<file path="config.mk">
export PLATFORM = sky130hd
export DESIGN_NAME = icch_top
export DESIGN_NICKNAME = d
export VERILOG_FILES = /design/src/icch_pkg.sv /design/src/icch_top.sv
export SDC_FILE = /design/constraint.sdc
export NUM_CORES = 1
export LEC_CHECK = 0
export ABC_AREA = 1
export BUFFER_PORTS_ARGS = -buffer_cell sky130_fd_sc_hd__buf_2
export CORE_MARGIN = 1.5
export CORE_UTILIZATION = 30
export DETAILED_ROUTE_END_ITERATION = 10
export PLACE_DENSITY = 0.56
export SETUP_SLACK_MARGIN = 0.02
export SLEW_MARGIN = 40
export SYNTH_ARGS = -nofsm -noshare
export SYNTH_HDL_FRONTEND = slang
export SYNTH_SLANG_ARGS = --single-unit
</file>
<file path="constraint.sdc">
create_clock -name hclk -period 21.6 [get_ports hclk]
set_clock_uncertainty 0.1 [all_clocks]
set_input_delay 6.48 -clock hclk [delete_from_list [all_inputs] [get_ports hclk]]
set_output_delay 6.48 -clock hclk [all_outputs]
set_load 0.01 [all_outputs]
</file>
<file path="src/icch_pkg.sv">
// shared constants and types for the interrupt configuration command handler
package icch_pkg;
    // =====================================================================
    // sizes
    localparam int INT_N  = 16;
    localparam int IDW    = 4;
    localparam int PRIW   = 5;
    localparam int VPEW   = 8;
    localparam int STW    = 13;
    localparam int ARGW   = 13;
    // =====================================================================
    // interrupt state word layout
    localparam int ST_PRI_LSB = 0;
    localparam int ST_EN_BIT  = 5;
    localparam int ST_PND_BIT = 6;
    localparam int ST_ACT_BIT = 7;
    localparam int ST_TGT_LSB = 8;
    localparam int ST_TGTW    = 4;
    localparam int ST_ONE_BIT = 12;
    localparam logic [STW-1:0] ST_RESET = 13'h0000;
    // argument of a resident select: bit 8 asks for residency
    localparam int ARG_RES_BIT = 8;
    // =====================================================================
    // register map (byte addresses)
    localparam logic [7:0] OFS_CTRL   = 8'h00;
    localparam logic [7:0] OFS_STATUS = 8'h04;
    localparam logic [7:0] OFS_INDEX  = 8'h08;
    localparam logic [7:0] OFS_DATA   = 8'h0c;
    localparam logic [7:0] OFS_LIMIT  = 8'h10;
    localparam logic [VPEW-1:0] LIMIT_RESET = 8'h0f;
    localparam logic [1:0]      CTRL_RESET  = 2'h1;
    localparam int              CTRL_LATE_BIT = 0;
    localparam int              CTRL_FWD_BIT  = 1;
    // =====================================================================
    // commands from the processor interface
    typedef enum logic [3:0] {
        OP_ENABLE   = 4'h1,  // enable_update_cmd, arg bit0
        OP_PENDING  = 4'h2,  // pending_update_cmd, arg bit0
        OP_PRIORITY = 4'h3,  // priority_update_cmd, arg low bits
        OP_TARGET   = 4'h4,  // target_update_cmd, arg low bits
        OP_DEACT    = 4'h5,  // deactivate_op
        OP_CFGREAD  = 4'h6,  // config_read_op
        OP_SYNC     = 4'h7,  // sync after system_barrier_instr
        OP_RESIDENT = 4'h8,  // resident_select_cmd
        OP_VIPI     = 4'h9,  // virtual inter-processor interrupt
        OP_SWWRITE  = 4'ha   // internal: software whole-word write
    } icch_op_t;
endpackage

</file>
<file path="src/icch_top.sv">
// interrupt configuration command handler with an AHB-Lite register slave
// =====================================================================
//
// The AHB-Lite register port and the register addresses were chosen for this implementation.
`timescale 1ns/1ns
`default_nettype none
module icch_top (
    input  wire logic                       hclk,
    input  wire logic                       hresetn,
    input  wire logic                       ce,
    // ahb-lite slave
    input  wire logic                       hsel,
    input  wire logic [31:0]                haddr,
    input  wire logic [1:0]                 htrans,
    input  wire logic                       hwrite,
    input  wire logic [2:0]                 hsize,
    input  wire logic [31:0]                hwdata,
    input  wire logic                       hready,
    output logic                            hreadyout,
    output logic                            hresp,
    output logic [31:0]                     hrdata,
    // command channel from the processor interface
    input  wire logic                       cmd_valid,
    output logic                            cmd_ready,
    input  wire logic [3:0]                 cmd_op,
    input  wire logic [icch_pkg::IDW-1:0]   cmd_intid,
    input  wire logic [icch_pkg::ARGW-1:0]  cmd_arg,
    // acknowledgement back to the processor interface
    output logic                            rsp_valid,
    output logic [3:0]                      rsp_op,
    output logic                            rsp_fail,
    output logic [icch_pkg::STW-1:0]        rsp_data,
    // forward of the highest_pending_candidate
    output logic                            fwd_valid,
    output logic [icch_pkg::IDW-1:0]        fwd_intid,
    output logic                            fwd_returnable,
    // virtual inter-processor interrupt out
    output logic                            vipi_valid,
    output logic [icch_pkg::VPEW-1:0]       vipi_vpe,
    output logic [icch_pkg::IDW-1:0]        vipi_intid
);
    // =====================================================================
    // state
    logic [icch_pkg::STW-1:0]  tbl_r [icch_pkg::INT_N];
    logic                      wb_valid_r, wb_valid_nxt;
    logic [3:0]                wb_op_r, wb_op_nxt;
    logic [icch_pkg::IDW-1:0]  wb_id_r, wb_id_nxt;
    logic [icch_pkg::ARGW-1:0] wb_arg_r, wb_arg_nxt;
    logic                      wb_late_r, wb_late_nxt;
    logic                      res_valid_r, res_valid_nxt;
    logic [icch_pkg::VPEW-1:0] res_vpe_r, res_vpe_nxt;
    logic [1:0]                ctrl_r, ctrl_nxt;
    logic [icch_pkg::IDW-1:0]  index_r, index_nxt;
    logic [icch_pkg::VPEW-1:0] limit_r, limit_nxt;
    logic                      rsp_valid_r, rsp_valid_nxt;
    logic [3:0]                rsp_op_r, rsp_op_nxt;
    logic                      rsp_fail_r, rsp_fail_nxt;
    logic [icch_pkg::STW-1:0]  rsp_data_r, rsp_data_nxt;
    logic                      fwd_valid_r, fwd_valid_nxt;
    logic                      fwd_have_r, fwd_have_nxt;
    logic [icch_pkg::IDW-1:0]  fwd_id_r, fwd_id_nxt;
    logic                      fwd_ret_r, fwd_ret_nxt;
    logic                      vipi_valid_r, vipi_valid_nxt;
    logic [icch_pkg::VPEW-1:0] vipi_vpe_r, vipi_vpe_nxt;
    logic [icch_pkg::IDW-1:0]  vipi_id_r, vipi_id_nxt;
    logic                      dp_act_r, dp_act_nxt;
    logic                      dp_wr_r, dp_wr_nxt;
    logic [7:0]                dp_addr_r, dp_addr_nxt;
    logic [31:0]               hrdata_r, hrdata_nxt;
    // combinational helpers
    logic                      ahb_take;
    logic                      sw_data_wr;
    logic                      cmd_take;
    logic                      tbl_we;
    logic [icch_pkg::STW-1:0]  tbl_wdata;
    logic                      cand_ok;
    logic [icch_pkg::IDW-1:0]  cand_id;
    logic [icch_pkg::PRIW-1:0] cand_pri;

    // =====================================================================
    // single read-modify-write of one state word; only the named field moves, or the whole word on a software write
    function automatic logic [icch_pkg::STW-1:0] rmw(
        input logic [icch_pkg::STW-1:0]  cur,
        input logic [3:0]                op,
        input logic [icch_pkg::ARGW-1:0] arg
    );
        logic [icch_pkg::STW-1:0] v;
        v = cur;
        case (op)
            icch_pkg::OP_ENABLE:   v[icch_pkg::ST_EN_BIT] = arg[0];
            icch_pkg::OP_PENDING:  v[icch_pkg::ST_PND_BIT] = arg[0];
            icch_pkg::OP_PRIORITY:
                v[icch_pkg::ST_PRI_LSB +: icch_pkg::PRIW] = arg[icch_pkg::PRIW-1:0];
            icch_pkg::OP_TARGET:
                v[icch_pkg::ST_TGT_LSB +: icch_pkg::ST_TGTW] = arg[icch_pkg::ST_TGTW-1:0];
            icch_pkg::OP_DEACT:    v[icch_pkg::ST_ACT_BIT] = 1'b0;
            icch_pkg::OP_SWWRITE:  v = arg[icch_pkg::STW-1:0];
            default:               v = cur;
        endcase
        return v;
    endfunction

    // =====================================================================
    // ahb-lite decode; a data write waits while the slot is still busy
    assign ahb_take   = hsel && htrans[1] && hready;
    assign sw_data_wr = dp_act_r && dp_wr_r && (dp_addr_r == icch_pkg::OFS_DATA);
    assign hreadyout  = !(sw_data_wr && wb_valid_r);
    assign hresp      = 1'b0;
    assign hrdata     = hrdata_r;
    // software write has the slot first; the processor simply sees ready low
    assign cmd_ready  = !wb_valid_r && !sw_data_wr;
    assign cmd_take   = cmd_valid && cmd_ready;

    // slot drains one cycle after loading: read, modify and write in one edge
    assign tbl_we    = wb_valid_r;
    assign tbl_wdata = rmw(tbl_r[wb_id_r], wb_op_r, wb_arg_r);

    // =====================================================================
    // highest pending candidate: lowest priority value, lowest id on a tie
    always_comb begin
        cand_ok  = 1'b0;
        cand_id  = '0;
        cand_pri = '1;
        for (int i = 0; i < icch_pkg::INT_N; i++) begin
            if (tbl_r[i][icch_pkg::ST_EN_BIT] && tbl_r[i][icch_pkg::ST_PND_BIT] &&
                !tbl_r[i][icch_pkg::ST_ACT_BIT] &&
                (!cand_ok || tbl_r[i][icch_pkg::ST_PRI_LSB +: icch_pkg::PRIW] < cand_pri)) begin
                cand_ok  = 1'b1;
                cand_id  = i[icch_pkg::IDW-1:0];
                cand_pri = tbl_r[i][icch_pkg::ST_PRI_LSB +: icch_pkg::PRIW];
            end
        end
    end

    // =====================================================================
    // next-state for the slot, resident register, answers and bus registers
    always_comb begin
        wb_valid_nxt   = wb_valid_r;
        wb_op_nxt      = wb_op_r;
        wb_id_nxt      = wb_id_r;
        wb_arg_nxt     = wb_arg_r;
        wb_late_nxt    = wb_late_r;
        res_valid_nxt  = res_valid_r;
        res_vpe_nxt    = res_vpe_r;
        ctrl_nxt       = ctrl_r;
        index_nxt      = index_r;
        limit_nxt      = limit_r;
        rsp_valid_nxt  = 1'b0;
        rsp_op_nxt     = rsp_op_r;
        rsp_fail_nxt   = 1'b0;
        rsp_data_nxt   = rsp_data_r;
        vipi_valid_nxt = 1'b0;
        vipi_vpe_nxt   = vipi_vpe_r;
        vipi_id_nxt    = vipi_id_r;
        fwd_valid_nxt  = 1'b0;
        fwd_have_nxt   = fwd_have_r;
        fwd_id_nxt     = fwd_id_r;
        fwd_ret_nxt    = fwd_ret_r;
        dp_act_nxt     = dp_act_r;
        dp_wr_nxt      = dp_wr_r;
        dp_addr_nxt    = dp_addr_r;
        hrdata_nxt     = hrdata_r;
        // a drained slot releases its late acknowledgement now it is visible
        if (wb_valid_r) begin
            wb_valid_nxt = 1'b0;
            if (wb_late_r) begin
                rsp_valid_nxt = 1'b1;
                rsp_op_nxt    = wb_op_r;
            end
        end
        // processor commands, taken only with the slot empty
        if (cmd_take) begin
            rsp_op_nxt = cmd_op;
            unique case (cmd_op)
                icch_pkg::OP_ENABLE, icch_pkg::OP_PENDING, icch_pkg::OP_PRIORITY,
                icch_pkg::OP_TARGET, icch_pkg::OP_DEACT: begin
                    wb_valid_nxt  = 1'b1;
                    wb_op_nxt     = cmd_op;
                    wb_id_nxt     = cmd_intid;
                    wb_arg_nxt    = cmd_arg;
                    // early ack: observed but not yet written
                    wb_late_nxt   = ctrl_r[icch_pkg::CTRL_LATE_BIT];
                    rsp_valid_nxt = !ctrl_r[icch_pkg::CTRL_LATE_BIT];
                end
                icch_pkg::OP_CFGREAD: begin
                    rsp_valid_nxt = 1'b1;
                    rsp_data_nxt  = tbl_r[cmd_intid];
                end
                icch_pkg::OP_SYNC: begin
                    // slot is empty here, so every earlier write has landed
                    rsp_valid_nxt = 1'b1;
                end
                icch_pkg::OP_RESIDENT: begin
                    rsp_valid_nxt = 1'b1;
                    if (!cmd_arg[icch_pkg::ARG_RES_BIT]) begin
                        res_valid_nxt = 1'b0;
                    end else if (cmd_arg[icch_pkg::VPEW-1:0] > limit_r || res_valid_r) begin
                        // out of range, or another element still resident
                        rsp_fail_nxt = 1'b1;
                    end else begin
                        res_valid_nxt = 1'b1;
                        res_vpe_nxt   = cmd_arg[icch_pkg::VPEW-1:0];
                    end
                    rsp_data_nxt = {{(icch_pkg::STW-icch_pkg::VPEW){1'b0}}, res_vpe_nxt};
                end
                icch_pkg::OP_VIPI: begin
                    rsp_valid_nxt  = 1'b1;
                    rsp_fail_nxt   = !res_valid_r;
                    vipi_valid_nxt = res_valid_r;
                    vipi_vpe_nxt   = res_vpe_r;
                    vipi_id_nxt    = cmd_intid;
                end
                default: begin
                    rsp_valid_nxt = 1'b1;
                    rsp_fail_nxt  = 1'b1;
                end
            endcase
        end
        // ahb data phase
        if (dp_act_r && hreadyout) begin
            dp_act_nxt = 1'b0;
            if (dp_wr_r) begin
                case (dp_addr_r)
                    icch_pkg::OFS_CTRL:  ctrl_nxt  = hwdata[1:0];
                    icch_pkg::OFS_INDEX: index_nxt = hwdata[icch_pkg::IDW-1:0];
                    icch_pkg::OFS_LIMIT: limit_nxt = hwdata[icch_pkg::VPEW-1:0];
                    icch_pkg::OFS_DATA: begin
                        wb_valid_nxt = 1'b1;
                        wb_op_nxt    = icch_pkg::OP_SWWRITE;
                        wb_id_nxt    = index_r;
                        wb_arg_nxt   = hwdata[icch_pkg::ARGW-1:0];
                        wb_late_nxt  = 1'b0;
                    end
                    default: ;
                endcase
            end
        end
        // ahb address phase; read data prepared for the data phase
        if (ahb_take && hreadyout) begin
            dp_act_nxt  = 1'b1;
            dp_wr_nxt   = hwrite;
            dp_addr_nxt = haddr[7:0];
            hrdata_nxt  = 32'h0000_0000;
            case (haddr[7:0])
                icch_pkg::OFS_CTRL:   hrdata_nxt[1:0] = ctrl_r;
                icch_pkg::OFS_STATUS: hrdata_nxt[18:0] =
                    {fwd_have_r, fwd_id_r, wb_valid_r, res_valid_r, res_vpe_r, 4'h0};
                icch_pkg::OFS_INDEX:  hrdata_nxt[icch_pkg::IDW-1:0] = index_r;
                icch_pkg::OFS_DATA:   hrdata_nxt[icch_pkg::STW-1:0] = tbl_r[index_r];
                icch_pkg::OFS_LIMIT:  hrdata_nxt[icch_pkg::VPEW-1:0] = limit_r;
                default: ;
            endcase
        end
        // forward a new candidate when it changes and forwarding is on
        if (ctrl_r[icch_pkg::CTRL_FWD_BIT] && cand_ok &&
            (!fwd_have_r || cand_id != fwd_id_r)) begin
            fwd_valid_nxt = 1'b1;
            fwd_have_nxt  = 1'b1;
            fwd_id_nxt    = cand_id;
            fwd_ret_nxt   = tbl_r[cand_id][icch_pkg::ST_ONE_BIT];
        end else if (!cand_ok) begin
            fwd_have_nxt = 1'b0;
        end
    end

    // =====================================================================
    // registers; ce low freezes everything
    always_ff @(posedge hclk or negedge hresetn) begin
        if (!hresetn) begin
            for (int i = 0; i < icch_pkg::INT_N; i++) begin
                tbl_r[i] <= icch_pkg::ST_RESET;
            end
            wb_valid_r   <= 1'b0;
            wb_op_r      <= 4'h0;
            wb_id_r      <= '0;
            wb_arg_r     <= '0;
            wb_late_r    <= 1'b0;
            res_valid_r  <= 1'b0;
            res_vpe_r    <= '0;
            ctrl_r       <= icch_pkg::CTRL_RESET;
            index_r      <= '0;
            limit_r      <= icch_pkg::LIMIT_RESET;
            rsp_valid_r  <= 1'b0;
            rsp_op_r     <= 4'h0;
            rsp_fail_r   <= 1'b0;
            rsp_data_r   <= '0;
            fwd_valid_r  <= 1'b0;
            fwd_have_r   <= 1'b0;
            fwd_id_r     <= '0;
            fwd_ret_r    <= 1'b0;
            vipi_valid_r <= 1'b0;
            vipi_vpe_r   <= '0;
            vipi_id_r    <= '0;
            dp_act_r     <= 1'b0;
            dp_wr_r      <= 1'b0;
            dp_addr_r    <= 8'h00;
            hrdata_r     <= 32'h0000_0000;
        end else if (ce) begin
            if (tbl_we) begin
                tbl_r[wb_id_r] <= tbl_wdata;
            end
            wb_valid_r   <= wb_valid_nxt;
            wb_op_r      <= wb_op_nxt;
            wb_id_r      <= wb_id_nxt;
            wb_arg_r     <= wb_arg_nxt;
            wb_late_r    <= wb_late_nxt;
            res_valid_r  <= res_valid_nxt;
            res_vpe_r    <= res_vpe_nxt;
            ctrl_r       <= ctrl_nxt;
            index_r      <= index_nxt;
            limit_r      <= limit_nxt;
            rsp_valid_r  <= rsp_valid_nxt;
            rsp_op_r     <= rsp_op_nxt;
            rsp_fail_r   <= rsp_fail_nxt;
            rsp_data_r   <= rsp_data_nxt;
            fwd_valid_r  <= fwd_valid_nxt;
            fwd_have_r   <= fwd_have_nxt;
            fwd_id_r     <= fwd_id_nxt;
            fwd_ret_r    <= fwd_ret_nxt;
            vipi_valid_r <= vipi_valid_nxt;
            vipi_vpe_r   <= vipi_vpe_nxt;
            vipi_id_r    <= vipi_id_nxt;
            dp_act_r     <= dp_act_nxt;
            dp_wr_r      <= dp_wr_nxt;
            dp_addr_r    <= dp_addr_nxt;
            hrdata_r     <= hrdata_nxt;
        end
    end

    assign rsp_valid      = rsp_valid_r;
    assign rsp_op         = rsp_op_r;
    assign rsp_fail       = rsp_fail_r;
    assign rsp_data       = rsp_data_r;
    assign fwd_valid      = fwd_valid_r;
    assign fwd_intid      = fwd_id_r;
    assign fwd_returnable = fwd_ret_r;
    assign vipi_valid     = vipi_valid_r;
    assign vipi_vpe       = vipi_vpe_r;
    assign vipi_intid     = vipi_id_r;
endmodule // icch_top
`default_nettype wire

</file>
* After elaboration in Yosys (flattened, before gate mapping)
Index checks and enable logic that the tools add are counted.
Storage, ports and cells: register bits 322, input port bits 97, logic and storage cells 346
Cells by class: $lt $le $gt $ge 21, equal/unequal tests 25, muxes and demuxes 120, bitwise logic cells 4, reductions and logical operators 135
Operators by type and width (number):
- $bmux W13 S4 | 4
- $bwmux W208 | 1
- $mux W13 | 14
- $mux W4 | 27
- $mux W5 | 16
- $lt A5 B5 Y1 | 15
- $logic_and A1 B1 Y1 | 59
- $demux W13 S4 | 1
- $mux W1 | 44
- $logic_not A1 Y1 | 37
- $eq A8 B4 Y1 const B | 4
- $pmux W13 S2 | 1
- $eq A4 B3 Y1 const B | 6
- $ge A5 B5 Y1 const B | 4
- $not A4 Y5 | 4
- $logic_or A1 B1 Y1 | 17
- $eq A4 B2 Y1 const B | 4
- $eq A8 B5 Y1 const B | 2
- $logic_not A8 Y1 | 2
- $mux W8 | 2
- $reduce_and A4 Y1 | 4
- $eq A4 B4 Y1 const B | 3
- $pmux W4 S3 | 1
- $reduce_and A3 Y1 | 4
- 19 further kinds | 29

* Logic depth before layout (Yosys ltp)
Gate-level depths: netlist of the first run.
word-level depth 68, gate-level depth with buffers 157, gate-level depth less buffers 148

* Worst setup path before layout of the first run
Ideal clock, no wire load.
kind register to register, start reg tbl_r[202] in the netlist's numbering, end reg fwd_id_r, in the netlist fwd_intid[1], library setup time 0.121 ns, arrival time 16.463 ns, data required time 21.379 ns, path slack 4.916 ns, cell stages (with the launch flop) 142, period minus slack after synthesis 16.684 ns, cell sequence dfrtp_1 inv_1 nand3_1 nor2_1 ha_1 nand2_1 nor2_2 nand2_1 nand3_1 nand2_2 nand2_4 o21ai_0 ha_1 nand4_1 nand2_4 nand2_1 nand3_2 nand2_4 (+106 left out) buf_4 nand2_1 o21ai_0 ha_1 a21oi_1 nor2_1 a211oi_1 nand2_1 nand2_1 nand2_2 buf_6 nand2_2 xor2_1 nor2_2 nand2_2 nand2_4 nand2_1 o21ai_1
On the way: longest elaborated chain between the ends 67, elaborated cells on any way between the ends 113, those cells by class order compare (15); eq/ne (1); mux (46); reduce/logical (51)
Ends and longest elaborated chain:
- start, declared | RTL line icch_top.sv:44 | logic [icch_pkg::STW-1:0] tbl_r [icch_pkg::INT_N];
- start signal, assigned by index | RTL line icch_top.sv:271 | tbl_r[i] <= icch_pkg::ST_RESET;
- start signal, assigned by index | RTL line icch_top.sv:300 | tbl_r[wb_id_r] <= tbl_wdata;
- $logic_not A1 Y1 (*) | RTL line icch_top.sv:126 | !tbl_r[i][icch_pkg::ST_ACT_BIT] &&
- $logic_and A1 B1 Y1 (*) | RTL line icch_top.sv:125 | if (tbl_r[i][icch_pkg::ST_EN_BIT] && tbl_r[i][icch_pkg::ST_PND_BIT] &&
- $mux W5 / $mux W1 (equally long branches) | RTL line icch_top.sv:125
- $lt A5 B5 Y1 / $logic_not A1 Y1 (equally long branches) | RTL line icch_top.sv:127 | (!cand_ok || tbl_r[i][icch_pkg::ST_PRI_LSB +: icch_pkg::PRIW] < cand_pri)) begin
- $logic_or A1 B1 Y1 | RTL line icch_top.sv:127
- $logic_and A1 B1 Y1 | RTL line icch_top.sv:126
- $mux W5 / $mux W1 (equally long branches) | RTL line icch_top.sv:125
- $lt A5 B5 Y1 / $logic_not A1 Y1 (equally long branches) | RTL line icch_top.sv:127
- (+51 left out)
- $lt A5 B5 Y1 / $logic_not A1 Y1 (equally long branches) | RTL line icch_top.sv:127
- $logic_or A1 B1 Y1 | RTL line icch_top.sv:127
- $logic_and A1 B1 Y1 | RTL line icch_top.sv:126
- $mux W4 | RTL line icch_top.sv:125
- $ne A4 B4 Y1 | RTL line icch_top.sv:256 | (!fwd_have_r || cand_id != fwd_id_r)) begin
- $logic_or A1 B1 Y1 | RTL line icch_top.sv:256
- $logic_and A1 B1 Y1 | RTL line icch_top.sv:255 | if (ctrl_r[icch_pkg::CTRL_FWD_BIT] && cand_ok &&
- $reduce_and A2 Y1 (no line)
- end signal, assigned | RTL line icch_top.sv:318 | fwd_id_r <= fwd_id_nxt;
- end, declared | RTL line icch_top.sv:61 | logic [icch_pkg::IDW-1:0] fwd_id_r, fwd_id_nxt;
Every way passes the cells marked *; elsewhere a longest branch is shown, timed or not. A chain may end at the register's enable or synchronous reset.

* Final worst setup path of the first run
start reg tbl_r[202] in the netlist's numbering, end reg fwd_ret_r (netlist: fwd_returnable)
On the way: longest elaborated chain between the ends 67, elaborated cells on any way between the ends 117, those cells by class order compare (15); eq/ne (1); mux (49); bitwise (1); reduce/logical (51)
Ends and longest elaborated chain:
- $logic_not A1 Y1 (*) | RTL line icch_top.sv:126
- $logic_and A1 B1 Y1 (*) | RTL line icch_top.sv:125
- $mux W5 / $mux W1 (equally long branches) | RTL line icch_top.sv:125
- $lt A5 B5 Y1 / $logic_not A1 Y1 (equally long branches) | RTL line icch_top.sv:127
- $logic_or A1 B1 Y1 | RTL line icch_top.sv:127
- $logic_and A1 B1 Y1 | RTL line icch_top.sv:126
- $mux W5 / $mux W1 (equally long branches) | RTL line icch_top.sv:125
- $lt A5 B5 Y1 / $logic_not A1 Y1 (equally long branches) | RTL line icch_top.sv:127
- (+51 left out)
- $lt A5 B5 Y1 / $logic_not A1 Y1 (equally long branches) | RTL line icch_top.sv:127
- $logic_or A1 B1 Y1 | RTL line icch_top.sv:127
- $logic_and A1 B1 Y1 | RTL line icch_top.sv:126
- $mux W4 | RTL line icch_top.sv:125
- $not A4 Y5 (implied by the code) / $ne A4 B4 Y1 (equally long branches) | RTL line icch_top.sv:260, icch_top.sv:256
- $bmux W13 S4 / $logic_or A1 B1 Y1 (equally long branches) | RTL line icch_top.sv:260, icch_top.sv:256
- $mux W13 (implied by the code) / $logic_and A1 B1 Y1 (equally long branches) | RTL line icch_top.sv:260, icch_top.sv:255
- $mux W13 (implied by the code) / $reduce_and A2 Y1 (equally long branches)
- end signal, assigned | RTL line icch_top.sv:319 | fwd_ret_r <= fwd_ret_nxt;
- end, declared | RTL line icch_top.sv:62 | logic fwd_ret_r, fwd_ret_nxt;
Every way passes the cells marked *; elsewhere a longest branch is shown, timed or not. The select of a mux whose other input is x is not followed.

==> impl_metrics.csv, run 1 <==
group,metric,value,unit
outcome,status,"finished clean",
detailed_routing,dr_total_vias,22500,
clocking,h-tree-depth,2,
global_route,use_met1,0.305,
global_route,grt_max_degree,94,
synth,synth-warning-count,0,
clocking,insertion_delay,0.59,ns
critical_path,critical_path_class,"reg -> reg",
timing,fmax,0.0518,GHz
timing,hold_violations,0,
pwr,power.static_leakage,0.0112,uW
final_layout,fillers,7823,
detailed_routing,drt-total-wl,87000,um
hold_path,hold_start,"fwd_returnable",
timing,final-setup-viol-count,0,
timing,max_slew_margin,0.392,
global_route,globalRouteMet2Util,0.358,
critical_path,crit_path_start_kind,"flop",
detailed_routing,ant_nets,0,
placement,port_buffers,108,
placement,placed_area,23500,um2
final_layout,area_growth,12.5,%
timing,rsz0062_at_grt,"no",
timing,min_period_over_period,0.893,
clocking,clockBufferDepth,3,
synth,async_flop_share,1.00,
global_route,grt_pass1_wl,131000,um
floorplan,io_pins,170,
final_layout,final_cell_area,24800,um2
hold_path,hold_depth,2,
synth,netlist.area_leader.share,0.360,
clocking,cts_root_buffer,"clkbuf_16",
floorplan,die_w,274,um
critical_path,crit_fanout,12,
floorplan,die_h,274,um
detailed_routing,via_per_inst,5.38,
floorplan,dieArea,75100,um2
final_layout,layout.nets,3332,
placement,place_congestion,0.909,
synth,synth_common_cells,"642 x nand2_1, 611 x o21ai_0, 368 x inv_1",
critical_path,critPathLaunch,"tbl_r[202]",
run,maxCapViolations,0,
synth,synth_area_leaders,"dfrtp_1 36%, o21ai_0 14%, nand2_1 11%",
critical_path,cp-end-kind,"flop",
global_route,grt_overflow,0,
global_route,grt_usage,0.229,
final_layout,drive_gt1_frac,0.113,
timing,fin_crit,19.30,ns
global_route,grt_pass1_vias,20800,
critical_path,cpPeakStageDelay,0.42,ns
synth,syn_inst,3176,
clocking,cts_tree,"built",
critical_path,worstReg2RegEnd,"fwd_returnable",
synth,avgSynthCellArea,6.94,um2
critical_path,cpMaxStageDelayCell,"dfrtp_1",
synth,synth-edff-count,0,
critical_path,cp_data_required_time,21.97,ns
synth,synth_seq_cells,322,
detailed_routing,drc,0,
timing,tns,0,ns
synth,synth_cell_types,55,
hold_path,hp-class,"reg -> reg",
timing,final_max_slew_viol_count,0,
detailed_routing,first_pass_iters,6,
synth,ys_dominant_reg_cell,"dfrtp_1",
hold_path,hold_end,"fwd_returnable",
clocking,cts_resized,0,
critical_path,r2r-start,"tbl_r[202]",
floorplan,start_util,0.302,
floorplan,num_rows,99,
floorplan,core,72800,um2
clocking,post_cts_buffers,0,
global_route,busiest_layer,"met2",
timing,worst_pin_slew,0.912,ns
clocking,cts-hold-fix-buffers,0,
synth,synth_top_area_cell,"dfrtp_1",
synth,ys_seq_area_frac,0.366,
clocking,path_clk_slew,0.06,ns
clocking,clock-sinks,322,
critical_path,crit_top_cell,"nand2_1",
critical_path,cp.arrival,19.67,ns
clocking,cts_buffers,39,
global_route,grt.met3_usage,0.0403,
pwr,irDropWorstVdd,0.0000537,V
critical_path,ff2ff_setup_slack,2.30,ns
critical_path,rr_worst_depth,133,
placement,dp_hpwl,59600,um
detailed_routing,wl_per_cell,20.8,um
global_route,antenna_found_initial,1,
pwr,power.density,120,nW/um2
synth,netlist_area,22000,um2
detailed_routing,drt-initial-drc-count,2840,
synth,yosysMostFrequentCell,"nand2_1",
==> sequential cells by signal (all words and copies together), names as in the netlist, 8 cells and up <==
signal / flops
dp_addr_r: 8
hrdata: 19
limit_r: 8
res_vpe_r: 8
rsp_data: 13
tbl_r: 208
vipi_vpe: 8
wb_arg_r: 13
==> stage by stage <==
step	worst slack [ns]	utilization	std cells	total power [uW]	hold WS, ns
final	2.30	0.340	4182	2980	0.379
after global routing	0.0432	0.340	4181	3220	0.403
after CTS	2.23	0.340	4181	2970	0.382
after detailed placement	2.27	0.322	4111	2300	0.366
after global placement	2.46	0.322	4110	2280	0.359
after floorplan	4.92	-	3189	1860	0.341
==> worst max path at each step <==
stage	endpoint	slack [ns]
floorplan	fwd_intid[1]	4.92
global placement	fwd_returnable	2.46
detailed placement	fwd_returnable	2.27
CTS	fwd_returnable	2.23
global route	fwd_returnable	0.04
finish	fwd_returnable	2.30
==> power by group <==
part / internal, uW / leakage [uW] / switching [uW]
registers: 706 / 0.00419 / 119
clock network: 380 / 0.000635 / 287
logic: 486 / 0.00640 / 998
==> area by class of cell <==
class	instances	area [um2]	area share
multi-input combinational	2293	11800	0.478
clock buffer	51	1110	0.0448
clock inverter	19	173	0.00697
timing repair buffer	161	970	0.0391
sequential	322	8070	0.326
inverter	376	1410	0.0571
antenna	1	2.50	0.000101
tap	959	1200	0.0484
==> critical path: cells and delay by family, from the launching register on <==
family	cells	cell delay, ns
adder cells (fa/ha/maj)	15	4.51
AO/OA/AOI/OAI	23	5.36
AND/OR/NAND/NOR	88	8.23
buffers and inverters	7	0.47
flip-flops	1	0.42
==> layout by cell type, fill, tap and decap left out, types with 15 or more instances in the layout <==
cell type	count
nand2_1	640
o21ai_0	604
inv_1	356
dfrtp_1	315
nand3_1	283
a21oi_1	227
nor2_1	128
buf_2	106
o22ai_1	56
buf_4	49
ha_1	42
nand2_2	40
clkbuf_16	39
nand2_4	27
nand3_2	26
o221ai_1	24
o21bai_1	22
nor3_1	18
a221oi_1	15
==> layer usage <==
metal  part of all wire  up-vias
li1                   -    10800
met1               0.42    10600
met2               0.45      961
met3              0.080      207
met4              0.050        0
met5                  0        -
==> cells by family after synthesis <==
logic type | after synthesis | share of synthesized area
other | 1 | 0.000170
buffers and inverters | 574 | 0.103
adder cells (fa/ha/maj) | 42 | 0.0239
flip-flops | 322 | 0.366
XOR/XNOR | 1 | 0.000398
AND/OR/NAND/NOR | 1198 | 0.247
multiplexers | 9 | 0.00409
AO/OA/AOI/OAI | 1029 | 0.255
Note: power is estimated with default switching activity, not from simulation.
==> run 2: changes to the inputs <==
Settings changed: CORE_ASPECT_RATIO set to 1.25, RECOVER_POWER set to 100.
==> run 2 against run 1 <==
Compared with the run above:
- the run now ends with capacitance limit, slew limit left
- worst hold slack barely moved
- highest routed layer is now met5
- fmax fell by 1.9%
- global-route usage rose by 0.89 points
- largest power group unchanged
- register-to-register slack got worse by 0.37 ns
==> impl_metrics.csv, run 2 (same netlist as run 1, synthesis figures left out) <==
group,metric,value,unit
timing,tns,0,ns
timing,rsz0062_at_grt,"no",
floorplan,core,72400,um2
timing,final-setup-viol-count,0,
timing,setup_ws,1.93,ns
hold_path,hp-class,"reg -> reg",
timing,worst_hold_slack,0.378,ns
global_route,grt_overflow,0,
floorplan,die_w,245,um
detailed_routing,drt-initial-drc-count,2396,
critical_path,r2r-start,"tbl_r[202]",
clocking,clock-sinks,322,
floorplan,num_rows,110,
timing,min_period_over_period,0.910,
final_layout,largest-register,"tbl_r",
critical_path,critical_path_class,"reg -> reg",
clocking,cts_buffers,38,
placement,dp_slack,1.32,ns
timing,fmax,0.0509,GHz
global_route,grt_usage,0.238,
critical_path,crit_fanout,12,
clocking,h-tree-depth,2,
critical_path,crit_top_cell,"nand2_1",
detailed_routing,drt-total-wl,90500,um
critical_path,cpMaxStageDelayCell,"dfrtp_1",
clocking,cts_root_buffer,"clkbuf_16",
final_layout,drive_gt1_frac,0.0925,
outcome,status,"finished, violations left",
timing,worst_pin_slew,5.24,ns
placement,place_congestion,0.974,
detailed_routing,via_per_inst,5.47,
final_layout,layout.nets,3332,
final_layout,largest_reg_flops,208,
floorplan,die_h,306,um
clocking,clockBufferDepth,3,
clocking,insertion_delay,0.61,ns
detailed_routing,ant_nets,0,
timing,final_max_slew_viol_count,377,
critical_path,crit_path_start_kind,"flop",
placement,dp_hpwl,63200,um
clocking,cts_tree,"built",
final_layout,layout_commonest_cell,"nand2_1",
critical_path,critPathLaunch,"tbl_r[202]",
placement,dpl.cell_count,4104,
clocking,post_cts_buffers,0,
floorplan,io_pins,170,
placement,port_buffers,108,
global_route,grt_pass1_wl,136000,um
timing,hold_violations,0,
global_route,grt_pass1_vias,21200,
pwr,power.density,124,nW/um2
final_layout,seq_area,8070,um2
detailed_routing,wl_per_cell,21.7,um
final_layout,fillers,7898,
timing,fin_crit,19.67,ns
final_layout,area_growth,12.6,%
critical_path,cp_data_required_time,21.97,ns
critical_path,cp.arrival,20.04,ns
outcome,violations,"capacitance limit, slew limit",
hold_path,hold_start,"dp_addr_r[6]",
run,maxCapViolations,7,
detailed_routing,first_pass_iters,5,
final_layout,num_antenna_cells,0,
critical_path,cp-end-kind,"flop",
floorplan,dieArea,75100,um2
pwr,power.static_leakage,0.0110,uW
final_layout,multi_input_area,11900,um2
final_layout,final_cells,4175,
floorplan,start_util,0.304,
clocking,path_clk_slew,0.06,ns
final_layout,final_cell_mix,"641 x nand2_1, 598 x o21ai_0, 361 x inv_1",
detailed_routing,drc,0,
global_route,grt_max_degree,91,
pwr,irDropWorstVdd,0.0000632,V
global_route,antenna_found_initial,4,
critical_path,cpPeakStageDelay,0.43,ns
detailed_routing,dr_total_vias,22900,
timing,max_slew_margin,-2.49,
-- run 2: changes by cell type in the layout (fill, tap and decap cells not counted), sizes merged --
| cell | previous run | this run |
|---|---|---|
| buf | 161 | 91 |
| bufinv | 1 | 7 |
| clkbuf | 51 | 115 |
| clkinv | 22 | 19 |
| clkinvlp | 3 | 5 |
| diode | 1 | 0 |
| inv | 369 | 371 |
-- run 2: per-layer routing --
layer | GRT usage | part of all wire
met1 | 0.301 | 0.40
met4 | 0.146 | 0.073
met3 | 0.0373 | 0.083
met5 | 0 | 0.00054
met2 | 0.378 | 0.45
-- run 2: layout make-up --
type	instances	area share
tap	952	0.0480
sequential	322	0.325
multi-input combinational	2293	0.480
timing repair buffer	162	0.0343
clock inverter	26	0.0148
clock buffer	44	0.0408
inverter	376	0.0569
-- run 2: critical path, delay by kind of cell (launching register included) --
family                     cells  cell delay [ns]
DFF                            1             0.43
AOI/OAI and AO/OA             24             5.33
buffers and inverters          9             0.65
adders and majority gates     15             4.54
and+or+nand+nor               86             8.47
-- run 2: per-stage QoR --
stage / power, uW / cell area (um2) / util
final: 3070 / 24800 / 0.343
after global routing: 3290 / 24800 / 0.343
after CTS: 3060 / 24900 / 0.344
after detailed placement: 2320 / 23500 / 0.325
after global placement: 2300 / 23400 / 0.323
after floorplan: 1860 / 22100 / -
-- run 2: report_power, final --
part,switching [uW],internal (uW)
Combinational,1030,485
Sequential,115,706
Clock,303,427
-- run 2: worst paths after layout --
kind,end,slack (ns),depth (start not counted)
worst max-delay path,fwd_returnable,1.93,134
worst min-delay path,dp_addr_r[6],0.38,2
worst max register to register,fwd_returnable,1.93,134
worst min register to register,dp_addr_r[6],0.38,2
max in group asynchronous,tbl_r[16],7.27,3
min in group asynchronous,vipi_vpe[6],7.68,1
-- run 2: what timing repair did --
item                                    CTS  global route
endpoints found under the setup margin    0             7
gates resized for setup                   0            12
hold buffers                              0             0
